## src/core/ldc_pkg.sv

```systemverilog
// constants and carrier types for the led driver config and interrupt block
package ldc_pkg;
    // register indices on the internal register port
    localparam logic [7:0] ADDR_CFG   = 8'h06;
    localparam logic [7:0] ADDR_MASK  = 8'h07;
    localparam logic [7:0] ADDR_FRAME = 8'h08;
    localparam logic [7:0] ADDR_STAT  = 8'h0e;

    // values after reset
    localparam logic [7:0] RST_CFG   = 8'h00;
    localparam logic [7:0] RST_MASK  = 8'h20;
    localparam logic [7:0] RST_FRAME = 8'h3f;
    localparam logic [7:0] RST_STAT  = 8'h20;
    localparam logic [7:0] CLR_STAT  = 8'h00;
    localparam logic [7:0] RD_NONE   = 8'h00;

    // status and mask bit positions
    localparam int IB_FRAME  = 7;
    localparam int IB_WDOG   = 6;
    localparam int IB_POR    = 5;
    localparam int IB_OTEMP  = 4;
    localparam int IB_LOWVDD = 3;
    localparam int IB_OPEN   = 2;
    localparam int IB_SHORT  = 1;
    localparam int IB_MOVIE  = 0;

    // field widths and codes
    localparam int FRAME_W   = 6;
    localparam int SYNC_LEN  = 3;
    localparam logic [2:0] MEM_INVALID = 3'h0;
    localparam logic [2:0] MEM_LAST    = 3'h6;
    localparam logic [6:0] BCAST_ADDR  = 7'h3f;

    // global configuration, laid out as the register
    typedef struct packed {
        logic       autoclr;
        logic       route;
        logic       open_dis;
        logic       dot_corr;
        logic       bcast_en;
        logic [2:0] mem_layout;
    } ldc_cfg_t;

    // interrupt causes, laid out as the status register
    typedef struct packed {
        logic frame;
        logic wdog;
        logic por;
        logic otemp;
        logic lowvdd;
        logic open;
        logic short_err;
        logic movie;
    } ldc_evt_t;

    // register port request
    typedef struct packed {
        logic       wr;
        logic       rd;
        logic [7:0] addr;
        logic [7:0] wdata;
    } ldc_req_t;

    // sequencer progress
    typedef struct packed {
        logic               frame_done;
        logic [FRAME_W-1:0] frame_num;
        logic               last_loop;
        logic               show_end;
    } ldc_seq_t;
endpackage

```

## src/core/ldc_flag.sv

```systemverilog
// sticky flag with set priority over clear
`timescale 1ns/1ps
module ldc_flag #(
    parameter logic RST_VAL = 1'b0
) (
    // clock and reset
    input  wire logic core_clk,
    input  wire logic srst,
    // control
    input  wire logic set,
    input  wire logic clr,
    // state
    output logic      q
);
    logic q_r;
    logic q_nxt;

    // a set in the clearing cycle wins so no event is lost
    assign q_nxt = set ? 1'b1 : (clr ? 1'b0 : q_r);

    // flag storage
    always_ff @(posedge core_clk) begin
        if (srst) begin
            q_r <= RST_VAL;
        end else begin
            q_r <= q_nxt;
        end
    end

    assign q = q_r;
endmodule // ldc_flag

```

## src/core/ldc_cfg_irq.sv

```systemverilog
// global configuration, interrupt mask, frame interrupt and status flags
`timescale 1ns/1ps
module ldc_cfg_irq #(
    parameter int FRAME_W = ldc_pkg::FRAME_W
) (
    // clock and reset
    input  wire logic              core_clk,
    input  wire logic              srst,
    // register port from the serial interface
    input  wire ldc_pkg::ldc_req_t req,
    output logic [7:0]             rd_data_r,
    output logic                   rd_valid_r,
    // address recognition
    input  wire logic [6:0]        own_addr,
    input  wire logic [6:0]        rx_addr,
    input  wire logic              rx_addr_vld,
    output logic                   addr_hit_r,
    // analog monitors, asynchronous levels
    input  wire logic              low_vdd_pin,
    input  wire logic              overtemp_pin,
    // events from same-clock logic, one-cycle pulses
    input  wire logic              por_evt,
    input  wire logic              wdog_evt,
    input  wire logic              open_err_evt,
    input  wire logic              short_err_evt,
    input  wire logic              movie_fin_evt,
    input  wire logic              data_wr_evt,
    input  wire ldc_pkg::ldc_seq_t seq,
    // configuration to the rest of the driver
    output ldc_pkg::ldc_cfg_t      cfg_r,
    output logic                   mem_valid_r,
    output logic                   cfg_locked_r,
    output logic                   led_disable_r,
    output logic                   low_vdd_flag_r,
    // interrupt pin level, active high
    output logic                   irq_r
);
    // register state
    ldc_pkg::ldc_cfg_t  cfg_nxt;
    logic [7:0]         mask_r;
    logic [7:0]         mask_nxt;
    logic [FRAME_W-1:0] frame_sel_r;
    logic [FRAME_W-1:0] frame_sel_nxt;
    logic               locked_nxt;

    // synchronisers for the analog monitors
    logic [ldc_pkg::SYNC_LEN-1:0] vdd_sync_r;
    logic [ldc_pkg::SYNC_LEN-1:0] temp_sync_r;
    logic                         vdd_lvl_r;
    logic                         temp_lvl_r;
    logic                         vdd_lvl_nxt;
    logic                         temp_lvl_nxt;
    logic                         vdd_rise;
    logic                         temp_rise;

    // decode
    logic wr_cfg;
    logic wr_mask;
    logic wr_frame;
    logic rd_stat;
    logic [7:0] rd_mux;

    // status
    ldc_pkg::ldc_evt_t evt;
    ldc_pkg::ldc_evt_t stat;
    logic              frame_hit;
    logic              lowvdd_q;
    logic              vdd_clr;
    logic              irq_nxt;
    logic              hit_nxt;
    logic              led_dis_nxt;

    // register port decode
    assign wr_cfg   = req.wr && (req.addr == ldc_pkg::ADDR_CFG);
    assign wr_mask  = req.wr && (req.addr == ldc_pkg::ADDR_MASK);
    assign wr_frame = req.wr && (req.addr == ldc_pkg::ADDR_FRAME);
    assign rd_stat  = req.rd && (req.addr == ldc_pkg::ADDR_STAT);

    // locked fields keep their value, the rest take the write
    always_comb begin
        cfg_nxt = cfg_r;
        if (wr_cfg) begin
            cfg_nxt.autoclr  = req.wdata[7];
            cfg_nxt.route    = req.wdata[6];
            cfg_nxt.open_dis = req.wdata[5];
            cfg_nxt.bcast_en = req.wdata[3];
            if (!cfg_locked_r) begin
                cfg_nxt.dot_corr   = req.wdata[4];
                cfg_nxt.mem_layout = req.wdata[2:0];
            end
        end
    end

    // the lock only clears with a device reset
    assign locked_nxt = cfg_locked_r | data_wr_evt;

    // mask and frame select writes; frame bits 7:6 are not stored
    assign mask_nxt      = wr_mask ? req.wdata : mask_r;
    assign frame_sel_nxt = wr_frame ? req.wdata[FRAME_W-1:0] : frame_sel_r;

    // global configuration register
    always_ff @(posedge core_clk) begin
        if (srst) begin
            cfg_r <= ldc_pkg::ldc_cfg_t'(ldc_pkg::RST_CFG);
        end else begin
            cfg_r <= cfg_nxt;
        end
    end

    // interrupt mask; the power-on cause is enabled out of reset
    always_ff @(posedge core_clk) begin
        if (srst) begin
            mask_r <= ldc_pkg::RST_MASK;
        end else begin
            mask_r <= mask_nxt;
        end
    end

    // frame select for the frame interrupt
    always_ff @(posedge core_clk) begin
        if (srst) begin
            frame_sel_r <= ldc_pkg::RST_FRAME[FRAME_W-1:0];
        end else begin
            frame_sel_r <= frame_sel_nxt;
        end
    end

    // data-section lock; no register write can free it, only srst
    always_ff @(posedge core_clk) begin
        if (srst) begin
            cfg_locked_r <= 1'b0;
        end else begin
            cfg_locked_r <= locked_nxt;
        end
    end

    // code 000 and 111 select no layout
    always_ff @(posedge core_clk) begin
        if (srst) begin
            mem_valid_r <= 1'b0;
        end else begin
            mem_valid_r <= (cfg_nxt.mem_layout != ldc_pkg::MEM_INVALID) &&
                           (cfg_nxt.mem_layout <= ldc_pkg::MEM_LAST);
        end
    end

    // supply monitor synchroniser; the first stage feeds only the second
    always_ff @(posedge core_clk) begin
        if (srst) begin
            vdd_sync_r <= '0;
        end else begin
            vdd_sync_r <= {vdd_sync_r[1:0], low_vdd_pin};
        end
    end

    // temperature monitor synchroniser, same three stages
    always_ff @(posedge core_clk) begin
        if (srst) begin
            temp_sync_r <= '0;
        end else begin
            temp_sync_r <= {temp_sync_r[1:0], overtemp_pin};
        end
    end

    // a level change counts only once stages two and three agree
    assign vdd_lvl_nxt  = (vdd_sync_r[1] == vdd_sync_r[2]) ? vdd_sync_r[2] : vdd_lvl_r;
    assign temp_lvl_nxt = (temp_sync_r[1] == temp_sync_r[2]) ? temp_sync_r[2] : temp_lvl_r;

    // filtered supply level; idle low so reset gives no false edge
    always_ff @(posedge core_clk) begin
        if (srst) begin
            vdd_lvl_r <= 1'b0;
        end else begin
            vdd_lvl_r <= vdd_lvl_nxt;
        end
    end

    // filtered temperature level
    always_ff @(posedge core_clk) begin
        if (srst) begin
            temp_lvl_r <= 1'b0;
        end else begin
            temp_lvl_r <= temp_lvl_nxt;
        end
    end

    // a new detection is one event, a level held high raises nothing more
    assign vdd_rise  = vdd_lvl_nxt && !vdd_lvl_r;
    assign temp_rise = temp_lvl_nxt && !temp_lvl_r;

    // frame interrupt waits for the last loop, not the first pass
    assign frame_hit = seq.frame_done && seq.last_loop &&
                       (seq.frame_num == frame_sel_r);

    // event bundle in status bit order
    assign evt.frame     = frame_hit;
    assign evt.wdog      = wdog_evt;
    assign evt.por       = por_evt;
    assign evt.otemp     = temp_rise;
    assign evt.lowvdd    = vdd_rise;
    assign evt.open      = open_err_evt;
    assign evt.short_err = short_err_evt;
    assign evt.movie     = movie_fin_evt;

    // one sticky bit per cause, emptied by a status read
    genvar gi;
    generate
        for (gi = 0; gi < 8; gi++) begin : g_stat
            ldc_flag #(
                .RST_VAL (ldc_pkg::RST_STAT[gi])
            ) u_stat (
                .core_clk (core_clk),
                .srst     (srst),
                .set      (evt[gi]),
                .clr      (rd_stat),
                .q        (stat[gi])
            );
        end
    endgenerate

    // supply-low flag ends with a movie or picture when autoclear is on
    assign vdd_clr = seq.show_end && cfg_r.autoclr;

    ldc_flag #(
        .RST_VAL (1'b0)
    ) u_lowvdd (
        .core_clk (core_clk),
        .srst     (srst),
        .set      (vdd_rise),
        .clr      (vdd_clr),
        .q        (lowvdd_q)
    );

    // pin: direct supply flag when routed, else masked status
    always_comb begin
        if (cfg_r.route) begin
            irq_nxt = lowvdd_q;
        end else begin
            irq_nxt = |(stat & mask_r);
        end
    end

    // register read data; unmapped addresses read zero
    always_comb begin
        case (req.addr)
            ldc_pkg::ADDR_CFG:   rd_mux = cfg_r;
            ldc_pkg::ADDR_MASK:  rd_mux = mask_r;
            ldc_pkg::ADDR_FRAME: rd_mux = {{(8-FRAME_W){1'b0}}, frame_sel_r};
            ldc_pkg::ADDR_STAT:  rd_mux = stat;
            default:             rd_mux = ldc_pkg::RD_NONE;
        endcase
    end

    // own address always answers, shared address only when enabled
    assign hit_nxt = rx_addr_vld && ((rx_addr == own_addr) ||
                     (cfg_r.bcast_en && (rx_addr == ldc_pkg::BCAST_ADDR)));

    // open-test failures turn into disable requests when enabled
    assign led_dis_nxt = open_err_evt && cfg_r.open_dis;

    // read data holds until the next read so a slow host still sees it
    always_ff @(posedge core_clk) begin
        if (srst) begin
            rd_data_r <= ldc_pkg::RD_NONE;
        end else begin
            rd_data_r <= req.rd ? rd_mux : rd_data_r;
        end
    end

    // read valid, one cycle after the strobe
    always_ff @(posedge core_clk) begin
        if (srst) begin
            rd_valid_r <= 1'b0;
        end else begin
            rd_valid_r <= req.rd;
        end
    end

    // address match pulse
    always_ff @(posedge core_clk) begin
        if (srst) begin
            addr_hit_r <= 1'b0;
        end else begin
            addr_hit_r <= hit_nxt;
        end
    end

    // led disable request pulse
    always_ff @(posedge core_clk) begin
        if (srst) begin
            led_disable_r <= 1'b0;
        end else begin
            led_disable_r <= led_dis_nxt;
        end
    end

    // supply-low flag copy, one cycle behind the internal flag
    always_ff @(posedge core_clk) begin
        if (srst) begin
            low_vdd_flag_r <= 1'b0;
        end else begin
            low_vdd_flag_r <= lowvdd_q;
        end
    end

    // interrupt level, registered so the pin never glitches
    always_ff @(posedge core_clk) begin
        if (srst) begin
            irq_r <= 1'b0;
        end else begin
            irq_r <= irq_nxt;
        end
    end
endmodule // ldc_cfg_irq

```

## config.mk

```make
export PLATFORM = sky130hd
export DESIGN_NAME = ldc_cfg_irq
export DESIGN_NICKNAME = d
export VERILOG_FILES = /design/src/core/ldc_pkg.sv /design/src/core/ldc_flag.sv /design/src/core/ldc_cfg_irq.sv
export SDC_FILE = /design/constraint.sdc
export NUM_CORES = 1
export LEC_CHECK = 0
export BUFFER_PORTS_ARGS = -buffer_cell sky130_fd_sc_hd__buf_2
export CAP_MARGIN = 40
export CELL_PAD_IN_SITES_DETAIL_PLACEMENT = 1
export CELL_PAD_IN_SITES_GLOBAL_PLACEMENT = 2
export CORE_ASPECT_RATIO = 1.1
export CORE_UTILIZATION = 31
export CTS_BUF_LIST = sky130_fd_sc_hd__clkbuf_4 sky130_fd_sc_hd__clkbuf_8 sky130_fd_sc_hd__clkbuf_16
export CTS_CLUSTER_SIZE = 12
export DETAILED_ROUTE_END_ITERATION = 8
export PLACE_DENSITY_LB_ADDON = 0.1
export SYNTH_ARGS = -nofsm -noshare
export SYNTH_HDL_FRONTEND = slang
export SYNTH_SLANG_ARGS = --single-unit
```

## constraint.sdc

```tcl
create_clock -name core_clk -period 4.5 [get_ports core_clk]
set_input_delay 0.45 -clock core_clk [delete_from_list [all_inputs] [get_ports core_clk]]
set_output_delay 0.45 -clock core_clk [all_outputs]
set_load 0.005 [all_outputs]
```

==> metrics.md, run 1 <==
| Metric | Value |
|---|---|
| Vias per Instance | `around 5` |
| Top cells by area, synth | `dfxtp_1 47%, mux2i_1 8.2%, nor2_1 5.2%` |
| DR DRC count | `8` |
| Post-Synthesis Cell Area | `between 2000 and 2500 um^2` |
| Pin count of the biggest net entering global routing | `47` |
| Reg power frac | `~54%` |
| Detailed Place HPWL | `4900 um` |
| CTS Hold Buffers Added | `0` |
| Cell internal pwr | `around 0.00069 W` |
| Final TNS setup | `0 ns` |
| Routed WL per cell | `between 15 and 20 um` |
| Hold Path Sink | `vdd_sync_r[0]$_SDFF_PP0_` |
| Worst slack, placed | `2.32 ns` |
| Endpoint type of the worst setup path | `flop` |
| I/O pin total | `75` |
| Layout area overhead | `24.3%` |
| Clk buf depth | `2` |
| Synth unique cells | `39` |
| First-pass GRT wire length | `between 10000 and 15000 um` |
| Critical Path Start Type | `input port` |
| H-tree depth | `2` |
| Crit Path Category | `input port to flop` |
| Clk sinks | `54` |
| Clk Latency, worst-skew pair | `0.31 ns` |
| Peak Freq | `around 0.54 GHz` |
| Switching power | `roughly 0.00022 W` |
| Critical path peak fanout | `12` |
| Hold Vio Cnt, Final | `0` |
| Total power | `between 0.0009 and 0.001 W` |
| Worst-path clk slew | `approximately 0.11 ns` |
| Synth Register Bits | `54` |
| Hold path depth | `2` |
| CP Data Required Time | `approximately 4.7 ns` |
| Share of the synthesized area in the top cell type | `between 40% and 50%` |
| Die Wd | `roughly 84 um` |
| Most frequent cells in the layout | `74 x buf_2, 54 x dfxtp_1, 32 x nor2_1` |
| Vias | `just over 2000` |
| DRT Wirelength | `roughly 6500 um` |
| Sw Share | `23.8%` |
| Pwr dens | `approximately 310 nW/um^2` |
| Synth area leader | `dfxtp_1` |
| Sequential share of the synthesized area | `between 40 and 50%` |
| Gr usage total | `17.6%` |
| Synth warnings | `0` |
| Post-Syn Instances | `roughly 250` |
| Die height | `roughly 92 um` |
| Initial core utilization | `approximately 33%` |
| Leak | `between 1 and 1.5 nW` |
| Total global routing overflow | `0` |
| Proportion of layout cells with a drive suffix above 1 | `between 20% and 30%` |
| Status | `finished, violations left` |
| Hold Path Class | `input port to flop` |
| Mean Syn Cell Area | `~9.3 um^2` |
| Setup crit start | `req[13]` |
| Comb power frac | `roughly 8%` |
| Crit path time final | `about 1.8 ns` |
| Die area | `approximately 7800 um^2` |
| Flop-to-flop setup slack | `between 3 and 4 ns` |
| Fin crit share | `just over 40%` |
| Worst EP arrival | `between 2 and 2.5 ns` |
| Max_cap viols | `0` |
| Min-delay src | `low_vdd_pin` |
| Row Count | `32` |
| Clock power share | `37.5%` |
| Ant diodes | `0` |
| Failing checks | `DRC` |
| Final setup margin | `2.66 ns` |
| Critical R2R Launch | `frame_sel_r[2]$_SDFFE_PP1P_` |
| Post-cts sizing count | `0` |
| Port bufs | `74` |
| Synthesized net count | `300` |
| Final Skew | `0.0126 ns` |
| Final Setup Violations | `0` |
| DRT Pass-1 Iters | `6` |
| Fin. max-slew vios | `0` |
| Worst vdd ir | `137 uV` |
| Commonest non-fill, non-tap cell in the layout | `buf_2` |
| Worst-Margin Slew | `between 0.5 and 0.6 ns` |
| CTS buffer count | `5` |
| RSZ-0062 raised after global routing | `no` |
| Worst reg2reg path depth | `4` |
| Slew margin rel. | `a little under two thirds` |
| CTS tree | `built` |
| Antenna violations before repair | `0` |
| Vias in the first global route | `2087` |
| CTS root buf | `clkbuf_8` |
| CORE AREA | `7090 um^2` |
| GP Congestion | `about 0.74` |
| # Post-CTS Setup Buffers | `0` |
| Reg2reg end | `g_stat[7].u_stat.q$_SDFFE_PP0P_` |
| Routed Antenna Nets | `0` |
| Initial DRC count | `80` |
| # nets final | `between 300 and 400` |
## flip-flops by register name (all words and copies together), names as in the netlist
name	cells
low_vdd_flag_r	1
frame_sel_r	6
vdd_lvl_r	1
mem_valid_r	1
temp_sync_r	3
addr_hit_r	1
rd_data_r	8
g_stat.u_stat.q	8
mask_r	8
u_lowvdd.q	1
rd_valid_r	1
led_disable_r	1
cfg_locked_r	1
temp_lvl_r	1
irq_r	1
cfg_r	8
vdd_sync_r	3
## worst max-delay path: stages
cell and delay (ns):
buf_2 0.11, nor4_2 0.50, nand4_1 0.55, a211o_1 0.44
## cells by family (layout without fill, tap and decap cells)
logic type | count (synthesis) | count (layout) | share of synthesized area, %
simple gates | 87 | 87 | 19.6
compound gates | 58 | 58 | 17.2
flops | 54 | 54 | 46.9
mux | 19 | 19 | 8.24
buf+inv | 17 | 89 | 3.20
xor+xnor | 13 | 13 | 4.93
## worst max path at each step
stage	to	slack, ns	cells past startpoint
final	frame_sel_r[1]$_SDFFE_PP1P_	2.66	4
after global routing	frame_sel_r[5]$_SDFFE_PP1P_	2.55	4
after CTS	frame_sel_r[1]$_SDFFE_PP1P_	2.65	4
after detailed placement	frame_sel_r[4]$_SDFFE_PP1P_	2.32	4
after global placement	cfg_r[6]$_SDFFE_PP0N_	2.35	5
after floorplan	cfg_r[3]$_SDFFE_PP0N_	2.69	5
## layer usage
layer / wire (um) / track usage, % / up-vias / share of wire [%]
met5: 0 / 0 / - / 0
met4: 65 / 4.31 / 0 / 1.0
met3: 242 / 3.03 / 6 / 3.7
li1: - / - / 1028 / -
met1: 3050 / 22.7 / 942 / 47
met2: 3100 / 30.4 / 47 / 48
## stage by stage
step	util [%]	instances	hold slack [ns]	cell area, um^2
2_1_floorplan	-	248	0.414	2310
3_3_place_gp	38.6	396	0.420	2730
3_5_place_dp	38.8	397	0.430	2750
4_1_cts	40.5	405	0.333	2870
5_1_grt	40.5	405	0.329	2870
6_report	40.5	405	0.342	2870
## cell usage after synthesis, drive strengths merged
cell and n:
o21ai 8, nor3 3, nand2 19, a221oi 1, inv 6, nor4 4
a22oi 7, a222oi 1, a211o 7, a21oi 18, nand4 5, a22o 7
mux2i 19, and2 1, a32o 2, nand4b 1, a311oi 1, or3 3
xor2 10, nor2 32, nand3 3, nand3b 1, nor3b 1, or3b 1
clkbuf 5, or4 1, o22ai 6, nor2b 11, dfxtp 54, buf 6
xnor2 3, and3 1
## power groups by stage
| stage | registers, W | logic (W) | clock network [W] |
|---|---|---|---|
| global placement | 0.000502 | 0.0000729 | 0 |
| global route | 0.000492 | 0.0000833 | 0.000371 |
| finish | 0.000490 | 0.0000744 | 0.000338 |
| floorplan | 0.000500 | 0.0000356 | 0 |
| CTS | 0.000491 | 0.0000758 | 0.000349 |
| detailed placement | 0.000502 | 0.0000753 | 0 |
## cell type report
type	instances	area, um^2
clock buffers	5	68.8
clock inverters	3	47.5
fillers	860	4220
inverters	6	22.5
multi-input cells	177	1150
flip-flops and latches	54	1080
well taps	85	106
repair buffers	75	390
Note: power is estimated with default switching activity, not from simulation.
==> inputs of run 2 (changes only) <==
Settings changed: CORE_UTILIZATION 31 to 26.
Clock period 4.5 ns to 1.55 ns, I/O delays scaled along.
==> metrics.md, run 2 (same netlist as run 1, synthesis figures left out) <==
| Metric | Value |
|---|---|
| Status | `completed` |
| Pwr dens | `872 nW/um^2` |
| CP cell instances | `buf_2 -> or4_4 -> buf_4 -> or3_1 -> o22ai_1 -> a22o_1` |
| Leak | `around 1.4 nW` |
| DRT Wirelength | `6820 um` |
| Worst reg2reg path depth | `4` |
| Pin count of the biggest net entering global routing | `38` |
| Worst-Margin Slew | `0.542 ns` |
| H-tree depth | `2` |
| CORE AREA | `between 8000 and 9000 um^2` |
| Reg2reg end | `g_stat[7].u_stat.q$_SDFFE_PP0P_` |
| Max incr delay on CP | `0.53 ns` |
| Fin crit share | `between 90 and 100%` |
| GP Congestion | `between 0.6 and 0.7` |
| Vias in the first global route | `between 2000 and 2500` |
| Final hold slack | `between 0.015 and 0.02 ns` |
| CTS tree | `built` |
| Proportion of layout cells with a drive suffix above 1 | `a little under a third` |
| # nets final | `~400` |
| Max_cap viols | `0` |
| Clk sinks | `54` |
| Hold Path Class | `input port to flop` |
| Endpoint type of the worst setup path | `flop` |
| Worst Path Buf+Inv | `2` |
| Detailed Place HPWL | `between 5000 and 6000 um` |
| CTS buffer count | `5` |
| Clk Latency, worst-skew pair | `roughly 0.31 ns` |
| Critical R2R Launch | `frame_sel_r[2]$_SDFFE_PP1P_` |
| Hold Path Sink | `g_stat[5].u_stat.q$_SDFFE_PP1P_` |
| FF+latch area | `~1100 um^2` |
| CTS Hold Buffers Added | `0` |
| Gr usage total | `about 15%` |
| Worst vdd ir | `between 400 and 500 uV` |
| Hold Vio Cnt, Final | `0` |
| Slew margin rel. | `approximately 64%` |
| Vias per Instance | `~4.7` |
| Vias | `approximately 2100` |
| Total global routing overflow | `0` |
| Multi-input gate area | `approximately 1200 um^2` |
| Worst EP arrival | `~1.7 ns` |
| Routed Antenna Nets | `0` |
| Clk buf depth | `2` |
| Fin. max-slew vios | `0` |
| DR DRC count | `0` |
| Total power | `0.00265 W` |
| Top Family by Delay on Critical Path | `simple AND/OR/NAND/NOR gates` |
| Post-cts sizing count | `0` |
| Final Skew | `about 0.011 ns` |
| Critical Path Start Type | `input port` |
| RSZ-0062 raised after global routing | `no` |
| Ant diodes | `0` |
| Crit path time final | `approximately 1.4 ns` |
| Row Count | `35` |
| Initial core utilization | `between 20% and 30%` |
| Die area | `~9300 um^2` |
| Die height | `101 um` |
| Peak Freq | `around 0.7 GHz` |
| Routed WL per cell | `roughly 15 um` |
| Layout area overhead | `31.6%` |
| Port bufs | `between 70 and 80` |
| CP Data Required Time | `roughly 1.8 ns` |
| Final Setup Violations | `0` |
| Filler cells | `1039` |
| Crit Path Category | `input port to flop` |
| Flop-to-flop setup slack | `0.25 ns` |
| CTS root buf | `clkbuf_8` |
| Initial DRC count | `36` |
| Slowest cell on the critical path | `or4_4` |
| I/O pin total | `75` |
| Min-delay src | `por_evt` |
| Worst-path clk slew | `roughly 0.10 ns` |
| Most frequent cells in the layout | `74 x buf_2, 54 x dfxtp_1, 32 x nor2_1` |
| DRT Pass-1 Iters | `4` |
| Antenna violations before repair | `0` |
| Hold path depth | `2` |
| # Post-CTS Setup Buffers | `0` |
| Die Wd | `approximately 90 um` |
| Critical path peak fanout | `6` |
| Commonest non-fill, non-tap cell in the layout | `buf_2` |
| First-pass GRT wire length | `about 11000 um` |
## run 2: cell type report
cell class / instances / share of cell area (%)
flip-flops and latches: 54 / 35.6
well taps: 111 / 4.57
multi-input cells: 177 / 37.9
clock inverters: 3 / 1.57
clock buffers: 5 / 2.27
repair buffers: 93 / 17.3
inverters: 6 / 0.742
## run 2: worst max path at each step
stage	to	from	cells past startpoint	slack [ns]
after floorplan	cfg_r[3]$_SDFFE_PP0N_	req[13]	5	0.04
after detailed placement	rd_data_r[0]$_SDFFE_PP0P_	req[13]	6	-0.21
after global placement	rd_data_r[0]$_SDFFE_PP0P_	req[13]	6	-0.16
after global routing	rd_data_r[1]$_SDFFE_PP0P_	req[13]	6	0.07
after CTS	rd_data_r[2]$_SDFFE_PP0P_	req[13]	6	0.13
final	rd_data_r[2]$_SDFFE_PP0P_	req[13]	6	0.12
## run 2: power breakdown
| group | internal [W] | total (W) | leakage [nW] | switching, W |
|---|---|---|---|---|
| registers | 0.00141 | 0.00142 | 0.439 | 0.0000162 |
| clock network | 0.000491 | 0.000987 | 0.0587 | 0.000497 |
| logic | 0.000113 | 0.000237 | 0.879 | 0.000124 |
| total | 0.00201 | 0.00265 | 1.38 | 0.000637 |
## run 2: per-layer routing
metal | vias to the layer above | global-route usage, % | wire (um)
li1 | 1061 | - | -
met1 | 1006 | 19.1 | 3150
met2 | 53 | 27.6 | 3340
met3 | 4 | 2.56 | 260
met4 | 0 | 4.69 | 66
met5 | - | 0 | 0
## run 2: metrics by stage
stage / worst slack (ns) / cell area [um^2] / std cells / utilization [%] / TNS (ns)
floorplan: 0.0367 / 2310 / 248 / - / 0
global placement: -0.163 / 2920 / 441 / 34.4 / -2.10
detailed placement: -0.209 / 2920 / 441 / 34.4 / -2.49
CTS: 0.129 / 3040 / 449 / 35.7 / 0
global route: 0.0668 / 3040 / 449 / 35.7 / 0
finish: 0.120 / 3040 / 449 / 35.7 / 0
==> inputs of run 3 (changes only) <==
Settings changed: CORE_MARGIN set to 2.
==> metrics.md, run 3 (same netlist as run 1, synthesis figures left out) <==
| Metric | Value |
|---|---|
| Status | `completed` |
| Reg power frac | `a little over half` |
| Endpoint type of the worst setup path | `flop` |
| CP Data Required Time | `between 1.5 and 2 ns` |
| Crit path time final | `about 1.4 ns` |
| RSZ-0062 raised after global routing | `no` |
| Vias in the first global route | `2186` |
| Slew margin rel. | `roughly 75%` |
| Sw Share | `roughly a quarter` |
| Ant diodes | `0` |
| Total global routing overflow | `0` |
| Worst-Margin Slew | `between 0.3 and 0.4 ns` |
| Initial core utilization | `about a quarter` |
| DR DRC count | `0` |
| Total power | `0.00265 W` |
| Placed Instance Area | `2950 um^2` |
| Pin count of the biggest net entering global routing | `27` |
| Die area | `9640 um^2` |
| Comb power frac | `a little under a tenth` |
| I/O pin total | `75` |
| CTS Hold Buffers Added | `0` |
| Commonest non-fill, non-tap cell in the layout | `buf_2` |
| Most frequent cells in the layout | `74 x buf_2, 54 x dfxtp_1, 32 x nor2_1` |
| # nets final | `a little under 400` |
| Layout area overhead | `33.1%` |
| Non-Filler Instances | `between 400 and 500` |
| Worst slack, placed | `-0.196 ns` |
| Vias per Instance | `between 4 and 5` |
| Worst EP arrival | `between 1.5 and 2 ns` |
| CTS buffer count | `5` |
| Initial DRC count | `slightly below 70` |
| Multi-input gate area | `around 1200 um^2` |
| Hold Vio Cnt, Final | `0` |
| Worst vdd ir | `about 360 uV` |
| CTS root buf | `clkbuf_8` |
| Flop-to-flop setup slack | `roughly 0.33 ns` |
| Proportion of layout cells with a drive suffix above 1 | `between 30 and 40%` |
| Switching power | `about 0.00063 W` |
| Routed WL per cell | `15.2 um` |
| FF+latch area | `1080 um^2` |
| Cell internal pwr | `just over 0.002 W` |
| Detailed Place HPWL | `5520 um` |
| Hold Path Class | `input port to flop` |
| Leak | `1.40 nW` |
| H-tree depth | `2` |
| CTS tree | `built` |
| Critical R2R Launch | `cfg_locked_r$_SDFF_PP0_` |
| Routed Antenna Nets | `0` |
| Finished Cell Area | `between 3000 and 4000 um^2` |
| Min-delay src | `srst` |
| Clk sinks | `between 50 and 60` |
| Critical path peak fanout | `6` |
| Clk buf depth | `2` |
| # Post-CTS Setup Buffers | `0` |
| Setup crit start | `req[13]` |
| Clock power share | `a little under two fifths` |
| Pwr dens | `863 nW/um^2` |
| DRT Pass-1 Iters | `4` |
| Fin. max-slew vios | `0` |
| Dpl cells | `~450` |
| Peak Freq | `roughly 0.7 GHz` |
| DRT Wirelength | `around 6900 um` |
| Final Skew | `between 0.008 and 0.009 ns` |
| GP Congestion | `a little over 0.7` |
| Max_cap viols | `0` |
| Worst-path clk slew | `approximately 0.10 ns` |
| Clk Latency, worst-skew pair | `about 0.31 ns` |
| First-pass GRT wire length | `around 11000 um` |
| Filler cells | `between 1000 and 1500` |
| Die height | `around 100 um` |
| Critical Path Start Type | `input port` |
| Port bufs | `74` |
| Die Wd | `93.8 um` |
| Util after Layout | `35.1%` |
| CORE AREA | `between 8000 and 9000 um^2` |
| Crit Path Category | `input port to flop` |
| Vias | `about 2100` |
| Final Setup Violations | `0` |
| Gr usage total | `between 10% and 20%` |
| Post-cts sizing count | `0` |
| Final setup margin | `0.125 ns` |
| Row Count | `36` |
| Antenna violations before repair | `0` |
| Fin crit share | `around nine tenths` |
run 3: cell types whose count changed in the layout (fill, tap and decap cells not counted), sizes merged:
| cell | before | now |
|---|---|---|
| buf | 93 | 97 |
run 3: worst max-delay path, stage by stage:
cell	delay, ns
buf_2	0.11
or4_4	0.53
buf_4	0.16
or3_1	0.43
o22ai_1	0.16
a22o_1	0.14
run 3: power by group through the flow:
stage	combinational, W	clock (W)	sequential (W)
3_3_place_gp	0.000245	0	0.00145
4_1_cts	0.000249	0.00102	0.00142
6_report	0.000243	0.000984	0.00142
5_1_grt	0.000273	0.00108	0.00143
3_5_place_dp	0.000248	0	0.00145
2_1_floorplan	0.000103	0	0.00145
run 3: cell type report:
cell class,instances,area share (%)
Clock buffer,5,2.24
Tap cell,114,4.65
Clock inverter,3,1.55
Multi-Input combinational cell,177,37.5
Inverter,6,0.733
Sequential cell,54,35.2
Timing Repair Buffer,97,18.1
run 3: path summary, 6_finish.rpt:
path | end | cells past startpoint
setup / recovery | rd_data_r[0]$_SDFFE_PP0P_ | 6
hold / removal | rd_valid_r$_SDFF_PP0_ | 2
setup reg to reg | mem_valid_r$_SDFF_PP0_ | 4
hold reg to reg | temp_sync_r[1]$_SDFF_PP0_ | 1
run 3: per-stage QoR:
step | hold WS (ns) | TNS [ns]
after floorplan | 0.238 | 0
final | 0.0199 | 0
after detailed placement | 0.350 | -2.39
after global routing | 0.0123 | 0
after global placement | 0.349 | -2.18
after CTS | 0.00973 | 0
run 3: per-layer routing:
layer | global-route usage (%) | vias up | share of wire, %
met1 | 19.2 | 1002 | 47
met4 | 3.34 | 0 | 0.81
li1 | - | 1076 | -
met3 | 2.70 | 4 | 4.8
met2 | 26.3 | 55 | 47
met5 | 0 | - | 0
